===== src/hw/ssc_cfg.svh =====
// Constants for the single-slope conversion control block
// Assumes the 25 MHz sys_clk and a 16-bit capture timer
//
// What this block does
// - The edge flag sets only on a rising comparator-two output and cannot set again until that output has been low.
// - Clearing the charge enable stops the ramp and discharges the capacitor; the next source follows full discharge.
// - In modes two and three every event that sets the edge flag also captures the 16-bit timer, noise included.
// - In mode two an overflow event and in mode three a compare event starts a conversion even if the last is unfinished.
`ifndef SSC_CFG_SVH
`define SSC_CFG_SVH

`define SSC_CLK_PERIOD_NS 40
`define SSC_PRESCALE      8
`define SSC_TIMER_W       16
`define SSC_CHAN_W        3
`define SSC_DISCH_TIME_NS 100000
`define SSC_DISCH_CYCLES  ((`SSC_DISCH_TIME_NS + `SSC_CLK_PERIOD_NS - 1) / `SSC_CLK_PERIOD_NS)
`define SSC_CHAN_RST      3'h0

`endif


===== src/hw/ssc_pkg.sv =====
// Types for the single-slope conversion control block
// Assumes ssc_cfg.svh for all numeric constants
package ssc_pkg;

  typedef enum logic [1:0] {
    MODE_SOFT0,
    MODE_SOFT1,
    MODE_OVF_START,
    MODE_CMP_START
  } conv_mode_e;

  typedef enum logic [1:0] {
    RAMP_SETTLED,
    RAMP_CHARGING,
    RAMP_DISCHARGING
  } ramp_state_e;

endpackage : ssc_pkg


===== src/hw/ssc_timer.sv =====
// Free-running prescaled capture timer
// Assumes one clock; events leave as one-cycle pulses
`timescale 1ns/1ps
`include "ssc_cfg.svh"

module ssc_timer
  import ssc_pkg::*;
#(
  parameter int unsigned W        = `SSC_TIMER_W,
  parameter int unsigned PRESCALE = `SSC_PRESCALE
)
(
  // Clock and reset
  input  wire logic         sys_clk,
  input  wire logic         rst,
  // Compare setting
  input  wire logic [W-1:0] compare_value,
  // Timer state and events
  output logic      [W-1:0] count_q,
  output logic              overflow_pulse_q,
  output logic              compare_pulse_q
);

  logic [7:0]   pre_q;
  wire          tick     = (pre_q == 8'(PRESCALE - 1));
  wire  [W-1:0] count_nx = count_q + W'(1);

  always_ff @(posedge sys_clk or posedge rst)
  begin
    if (rst)
    begin
      pre_q            <= 8'h00;
      count_q          <= '0;
      overflow_pulse_q <= 1'b0;
      compare_pulse_q  <= 1'b0;
    end
    else
    begin
      pre_q            <= tick ? 8'h00 : pre_q + 8'h01;
      count_q          <= tick ? count_nx : count_q;
      overflow_pulse_q <= tick && (count_q == '1);
      compare_pulse_q  <= tick && (count_nx == compare_value);
    end
  end

endmodule : ssc_timer


===== src/hw/single_slope_conversion_control.sv =====
// Ramp, edge flag, capture and start sequencing of a single-slope converter
// Assumes synchronous comparator input and software running the conversion steps
`timescale 1ns/1ps
`include "ssc_cfg.svh"

module single_slope_conversion_control
  import ssc_pkg::*;
#(
  parameter int unsigned TIMER_W     = `SSC_TIMER_W,
  parameter int unsigned CHAN_W      = `SSC_CHAN_W,
  parameter int unsigned DISCH_CYCLES = `SSC_DISCH_CYCLES
)
(
  // Clock and reset
  input  wire logic               sys_clk,
  input  wire logic               rst,
  // Configuration
  input  wire logic [1:0]         mode_sel,
  input  wire logic [TIMER_W-1:0] compare_value,
  // Software strobes
  input  wire logic               charge_set,
  input  wire logic               charge_clear,
  input  wire logic               edge_flag_clear,
  input  wire logic               capture_release,
  input  wire logic               overflow_flag_clear,
  input  wire logic               compare_flag_clear,
  input  wire logic               channel_write,
  input  wire logic [CHAN_W-1:0]  channel_data,
  // Analog side
  input  wire logic               comparator_two_output,
  output logic                    ramp_charge_enable_q,
  output logic                    ramp_discharge_q,
  output logic [CHAN_W-1:0]       channel_select_q,
  // Status
  output logic                    comparator_two_edge_flag_q,
  output logic                    input_capture_flag_q,
  output logic                    timer_overflow_flag_q,
  output logic                    output_compare_flag_q,
  output logic                    discharge_settled_q,
  output logic [TIMER_W-1:0]      capture_value_q,
  output logic [TIMER_W-1:0]      timer_value_q
);

  ramp_state_e        state_q;
  ramp_state_e        state_d;
  logic               comp_prev_q;
  logic [15:0]        disch_cnt_q;
  logic [TIMER_W-1:0] tmr_count;
  logic               tmr_ovf;
  logic               tmr_cmp;

  ssc_timer #(
    .W        (TIMER_W),
    .PRESCALE (`SSC_PRESCALE)
  ) u_timer (
    .sys_clk          (sys_clk),
    .rst              (rst),
    .compare_value    (compare_value),
    .count_q          (tmr_count),
    .overflow_pulse_q (tmr_ovf),
    .compare_pulse_q  (tmr_cmp)
  );

  // Event decode
  wire auto_mode   = mode_sel[1];
  wire comp_rise   = comparator_two_output & ~comp_prev_q;
  wire start_auto  = (mode_sel == MODE_OVF_START) ? tmr_ovf :
                     (mode_sel == MODE_CMP_START) ? tmr_cmp : 1'b0;
  wire capture_evt = auto_mode & comp_rise;
  wire charge_on   = start_auto | charge_set;
  wire charge_off  = charge_clear | capture_evt;
  wire charge_d    = charge_on | (ramp_charge_enable_q & ~charge_off);
  wire disch_done  = (disch_cnt_q == 16'(DISCH_CYCLES - 1));
  wire chan_take   = channel_write & (state_q == RAMP_SETTLED);

  always_comb
  begin
    state_d = state_q;
    unique case (state_q)
      RAMP_SETTLED:     if (charge_d) state_d = RAMP_CHARGING;
      RAMP_CHARGING:    if (!charge_d) state_d = RAMP_DISCHARGING;
      RAMP_DISCHARGING: if (charge_d) state_d = RAMP_CHARGING;
                        else if (disch_done) state_d = RAMP_SETTLED;
      default:          state_d = RAMP_SETTLED;
    endcase
  end

  // Ramp control and discharge timing
  always_ff @(posedge sys_clk or posedge rst)
  begin
    if (rst)
    begin
      state_q              <= RAMP_SETTLED;
      ramp_charge_enable_q <= 1'b0;
      ramp_discharge_q     <= 1'b1;
      discharge_settled_q  <= 1'b1;
      disch_cnt_q          <= 16'h0000;
      channel_select_q     <= `SSC_CHAN_RST;
    end
    else
    begin
      state_q              <= state_d;
      ramp_charge_enable_q <= charge_d;
      ramp_discharge_q     <= ~charge_d;
      discharge_settled_q  <= (state_d == RAMP_SETTLED);
      disch_cnt_q          <= (state_q == RAMP_DISCHARGING) ? disch_cnt_q + 16'h0001 : 16'h0000;
      if (chan_take)
        channel_select_q   <= channel_data;
    end
  end

  // Flags, set wins over clear
  always_ff @(posedge sys_clk or posedge rst)
  begin
    if (rst)
    begin
      comp_prev_q                <= 1'b1;
      comparator_two_edge_flag_q <= 1'b0;
      input_capture_flag_q       <= 1'b0;
      timer_overflow_flag_q      <= 1'b0;
      output_compare_flag_q      <= 1'b0;
      capture_value_q            <= '0;
      timer_value_q              <= '0;
    end
    else
    begin
      comp_prev_q                <= comparator_two_output;
      comparator_two_edge_flag_q <= comp_rise | (comparator_two_edge_flag_q & ~edge_flag_clear);
      input_capture_flag_q       <= capture_evt | (input_capture_flag_q & ~capture_release);
      timer_overflow_flag_q      <= tmr_ovf | (timer_overflow_flag_q & ~overflow_flag_clear);
      output_compare_flag_q      <= tmr_cmp | (output_compare_flag_q & ~compare_flag_clear);
      timer_value_q              <= tmr_count;
      if (capture_evt)
        capture_value_q          <= tmr_count;
    end
  end
endmodule : single_slope_conversion_control


===== config.mk =====
export PLATFORM = sky130hd
export DESIGN_NAME = single_slope_conversion_control
export DESIGN_NICKNAME = d
export VERILOG_FILES = /design/src/hw/ssc_pkg.sv /design/src/hw/ssc_timer.sv /design/src/hw/single_slope_conversion_control.sv
export VERILOG_INCLUDE_DIRS = /design/src /design/src/hw
export SDC_FILE = /design/constraint.sdc
export NUM_CORES = 1
export LEC_CHECK = 0
export BUFFER_PORTS_ARGS = -buffer_cell sky130_fd_sc_hd__buf_2
export CAP_MARGIN = 20
export CORE_MARGIN = 2
export CORE_UTILIZATION = 51
export CTS_CLUSTER_DIAMETER = 40
export DETAILED_ROUTE_END_ITERATION = 12
export PLACE_DENSITY = 0.83
export SYNTH_ARGS = -nofsm -noshare
export SYNTH_HDL_FRONTEND = slang
export SYNTH_SLANG_ARGS = --single-unit

===== constraint.sdc =====
create_clock -name sys_clk -period 2.9 [get_ports sys_clk]
set_input_delay 0.145 -clock sys_clk [delete_from_list [all_inputs] [get_ports sys_clk]]
set_output_delay 0.145 -clock sys_clk [all_outputs]
set_load 0.01 [all_outputs]

* After elaboration in Yosys (flattened, before gate mapping) *
Index checks and enable logic that the tools add are counted.
W data, S select, Z words.

word-level totals
  flip-flop bits (word level) = 87
  input bits = 31
  output and inout bits = 42
  logic and storage cells = 63

operators by class
  add/sub/neg operators = 3
  equal/unequal tests = 8
  muxes and demuxes = 9
  bitwise operators = 22
  reductions and logical operators = 4

operators with widths
  kind                     number
  $add A16 B1 Y16 const B  2
  $eq A16 B12 Y1 const B   1
  $eq A16 B16 Y1           1
  $eq A16 B16 Y1 const B   1
  $mux W16                 1
  $add A8 B1 Y8 const B    1
  $and A1 B1 Y1            8
  $eq A8 B3 Y1 const B     1
  $mux W2                  4
  $mux W8                  1
  $not A1 Y1               7
  $or A1 B1 Y1             7
  $eq A2 B2 Y1 const B     3
  $pmux W2 S3              1
  $logic_not A2 Y1         2
  $eq A2 B1 Y1 const B     1
  $logic_and A1 B1 Y1      2
  $mux W1                  2

* Logic depth before layout (Yosys ltp) *
  word-level depth = 10
  mapped depth = 8
  mapped depth without buffers = 7

* Cells and area by module *
Synthesis repeated with hierarchy kept, for this count alone.

second synthesis, totals
  cell total of the unflattened synthesis = 322
  area total of the unflattened synthesis = 3868.7 um2

by module, submodules not included
  module                           instances  cells each  area each (um2)
  single_slope_conversion_control  1          170         2334.7
  ssc_timer                        1          152         1534.0

* Worst setup path before layout *
No wires, ideal clock.

  path type = reg2reg
  start = register u_timer.pre_q[3]
  end = register u_timer.count_q[12]
  arrival = 2040 ps
  slack = 731 ps
  cell stages (with the launch flop) = 8
  period minus slack after synthesis = 2169 ps
  cell sequence = dfrtp_1 or4_1 or3_1 buf_2 or3_4 nor2_4 nand2_1 xnor2_1

on the way
  cells in the longest elaborated chain, start to end = 1

RTL lines
  what                      line             source
  start: declaration        ssc_timer.sv:24  logic [7:0] pre_q;
  start signal: assignment  ssc_timer.sv:39  pre_q <= tick ? 8'h00 : pre_q + 8'h01;
  $eq A8 B3 Y1              ssc_timer.sv:25  wire tick = (pre_q == 8'(PRESCALE - 1));
  end signal: assignment    ssc_timer.sv:40  count_q <= tick ? count_nx : count_q;
  end: declaration          ssc_timer.sv:19  output logic [W-1:0] count_q,

Every way passes these cells.
A chain may end at the register's enable or synchronous reset.

* Worst setup path in the final report *
  start = register u_timer.count_q[6]
  end = register u_timer.compare_pulse_q

on the way
  cells in the longest elaborated chain, start to end = 3

RTL lines
  what                    line             source
  $add A16 B1 Y16         ssc_timer.sv:26  wire [W-1:0] count_nx = count_q + W'(1);
  $eq A16 B16 Y1          ssc_timer.sv:42  compare_pulse_q <= tick && (count_nx == compare_value);
  $logic_and A1 B1 Y1     ssc_timer.sv:42
  end signal: assignment  ssc_timer.sv:42
  end: declaration        ssc_timer.sv:21  output logic compare_pulse_q

Every way passes these cells.

==> metrics.md <==
| Metric | Value |
|---|---|
| Antenna diodes | 0 |
| FMAX | 0.430 GHz |
| Post-route DRC violation count | 0 |
| Total number of vias | roughly 2.7k |
| Synth area leader | dfrtp_1 |
| Cell Area, Synth | 3780 µm² |
| Place WS | 589 ps |
| Area grow syn2layout | 19.6% |
| Largest net degree at the start of global routing | 55 |
| R2R setup slack | around 570 ps |
| Most used flip-flop cell after synthesis | dfrtp_1 |
| Setup ws final | between 500 and 600 ps |
| Pwr/cell area | ~520 nW/µm² |
| Crit Path Class | reg2reg |
| First-pass GRT wire length | between 10000 and 15000 µm |
| Nets | between 400 and 500 |
| Ratio of final minimum period to clock period | 0.802 |
| Drt total wl | ~7500 µm |
| Worst-skew pair later-pin latency | between 300 and 400 ps |
| Seq/Total Area, Yosys | 0.576 |
| Grt ovf | 0 |
| Worst EP arrival | 2590 ps |
| Outcome | complete, no violations |
| Slowest stage delay, CP | ~700 ps |
| Max-slew violation count | 0 |
| Min-Delay Endpoint | channel_select_q[1]$_DFFE_PP0P_ |
| VDD IR max | 292 µV |
| Share of flip-flops with an asynchronous set or reset | 1.00 |
| Register-to-Register Path Depth | 6 |
| Critical path endpoint category | register |
| TNS Setup | 0 ps |
| Wire length per cell | around 15 µm |
| Placed instance count | a little under 500 |
| Cells after Synth | ~330 |
| Hold depth | 2 |
| Setup Viol. Count Final | 0 |
| Final worst path period need | 2330 ps |
| Net Count, Synth | 362 |
| CP delay by family, top | simple AND/OR/NAND/NOR gates |
| Die width | about 90 µm |
| Commonest non-fill, non-tap cell in the layout | dfrtp_1 |
| Initial Util | 0.525 |
| Initial antenna violation count | 0 |
| Critical path startpoint category | register |
| Grt met3 use | 0.0503 |
| Slowest CP cell | nor4_1 |
| Clk sinks | 87 |
| Met1 Use GR | 0.264 |
| Min-delay src | channel_data[1] |
| Slew headroom | 0.412 |
| Final hold vios | 0 |
| Placer Congestion | 0.867 |
| CTS Buf Count | 9 |
| Root buffer cell | clkbuf_8 |
| Synth top area cells | dfrtp_1 (56%), xnor2_1 (7.6%), mux2_2 (5.1%) |
| M2 GR Usage | 0.326 |
| Post-DP HPWL | 5330 µm |
| Die area | around 8000 µm² |
| Gr busiest metal | met2 |
| Clock Pin Slew Worst Setup and Hold Paths | 90 ps |
| Number of synthesized register bits | just under 90 |
| Syn. warnings | 0 |
| Layout cell share with drive strength beyond 1 | 0.291 |
| H-tree depth | 3 |
| CTS tree | done |
| Multi-input logic area | 1490 µm² |
| Worst r2r src | u_timer.count_q[6]$_DFFE_PP0N_ |
| Ordered cell list for the critical path | nand3_1 -> nor4_1 -> xnor2_1 -> o2111a_1 -> nand3_1 -> nor4_1 |
| I/O Pins | between 70 and 80 |
| Cell Rows | 31 |
| EDFF count, synth | 0 |
| RSZ-0062 raised after global routing | no |
| Register cell area after layout | around 2200 µm² |
| R2R Path End | u_timer.compare_pulse_q$_DFF_PP0_ |
| Synthesized area per cell | roughly 12 µm² |
| Final Skew | approximately 15 ps |
| Vias in the first global route | between 2k and 3k |
| Critical path peak fanout | 10 |
| Max Cap Viol | 0 |
| Worst Path Buf+Inv | 0 |
| Post-route insts no fill | about 510 |
| Leak | approximately 2.2 nW |
| Number of I/O port buffers | about 70 |
| Synth top area share | 0.555 |
| Worst Hold Slack | ~10 ps |
| HP Class | in2reg |
| Routed vias/inst | between 5 and 6 |
| All-Layer GR Usage | 0.203 |
| Antenna viol nets, final | 0 |
| CTS Buffer Depth | 2 |
| Highest-count cells in the layout ignoring fill and taps | dfrtp_1 (84), buf_2 (72), xnor2_1 (33) |
| Core Box Area | approximately 7200 µm² |
| Die Y-Extent | roughly 90 µm |
| Core Util, Final | 0.627 |
| Yosys cell types | 45 |
| Initial DRC count | 146 |
| Post-CTS Resized | 0 |
| First-pass DRT Iterations | 5 |
| WP data required | roughly 3200 ps |
| Fillcell total | a little over 600 |
| Worst slew pin tran | between 800 and 900 ps |
==> layout make-up <==
| cell class | count | area share |
|---|---|---|
| flip-flops and latches | 87 | 0.482 |
| multi-input cells | 214 | 0.329 |
| repair buffers | 82 | 0.0995 |
| clock buffers | 9 | 0.0274 |
| well taps | 99 | 0.0274 |
| clock inverters | 7 | 0.0227 |
| inverters | 14 | 0.0119 |
==> metal layers <==
layer	vias to the layer above	wire length, µm	part of all wire
met2	96	3720	0.49
met3	12	502	0.067
met1	1311	3170	0.42
li1	1271	-	-
met5	-	0	0
met4	0	146	0.019
==> cells by family after synthesis <==
logic type / Yosys count / share of synthesized area
and+or+nand+nor: 112 / 0.156
muxes: 23 / 0.0664
xor gates and xnor gates: 52 / 0.120
DFF: 87 / 0.576
buffers and inverters: 27 / 0.0297
AOI/OAI and AO/OA: 24 / 0.0413
adders and majority gates: 3 / 0.00992
==> synth_stat cells (all sizes together) (3+ instances only) <==
library cell / number
dfrtp: 84
xnor2: 33
nor2: 26
nand2: 22
xor2: 19
nand3: 18
mux2: 17
inv: 14
clkbuf: 11
o21ai: 9
and3: 8
mux2i: 6
nand4: 6
nor4: 6
nor3: 5
or3: 5
nor2b: 4
a21o: 3
a21oi: 3
dfstp: 3
ha: 3
==> where the power goes <==
group / internal (mW) / total, mW / switching, mW
logic: 0.0726 / 0.158 / 0.0850
clock network: 0.494 / 0.937 / 0.444
registers: 1.24 / 1.26 / 0.0147
==> worst max path at each step <==
stage	to	cells past startpoint	start	slack [ps]
floorplan	capture_value_q[0]$_DFFE_PP0P_	1	rst	510
global placement	u_timer.count_q[12]$_DFFE_PP0N_	6	u_timer.pre_q[3]$_DFF_PP0_	650
detailed placement	u_timer.count_q[12]$_DFFE_PP0N_	6	u_timer.pre_q[3]$_DFF_PP0_	590
CTS	u_timer.compare_pulse_q$_DFF_PP0_	7	u_timer.count_q[0]$_DFFE_PP0N_	570
global route	u_timer.compare_pulse_q$_DFF_PP0_	7	u_timer.count_q[0]$_DFFE_PP0N_	310
finish	u_timer.compare_pulse_q$_DFF_PP0_	6	u_timer.count_q[6]$_DFFE_PP0N_	570
==> state kept, by name (all words and copies together), names as in the netlist <==
name	flops
state_q	2
disch_cnt_q	16
u_timer.overflow_pulse_q	1
u_timer.count_q	16
ramp_discharge_q	1
u_timer.pre_q	8
capture_value_q	16
output_compare_flag_q	1
timer_value_q	16
ramp_charge_enable_q	1
u_timer.compare_pulse_q	1
discharge_settled_q	1
comp_prev_q	1
timer_overflow_flag_q	1
input_capture_flag_q	1
comparator_two_edge_flag_q	1
channel_select_q	3
==> metrics by stage <==
stage	instance area, µm²	power (mW)
floorplan	3780	1.37
global placement	4240	1.43
detailed placement	4240	1.44
CTS	4530	2.37
global route	4530	2.45
finish	4530	2.35
==> what timing repair did <==
item                                   CTS  global route
hold buffers                             6             0
buffers inserted                         0             0
setup endpoints to repair                0             0
endpoints found under the hold margin   56             0
(Power assumes the default switching activity.)
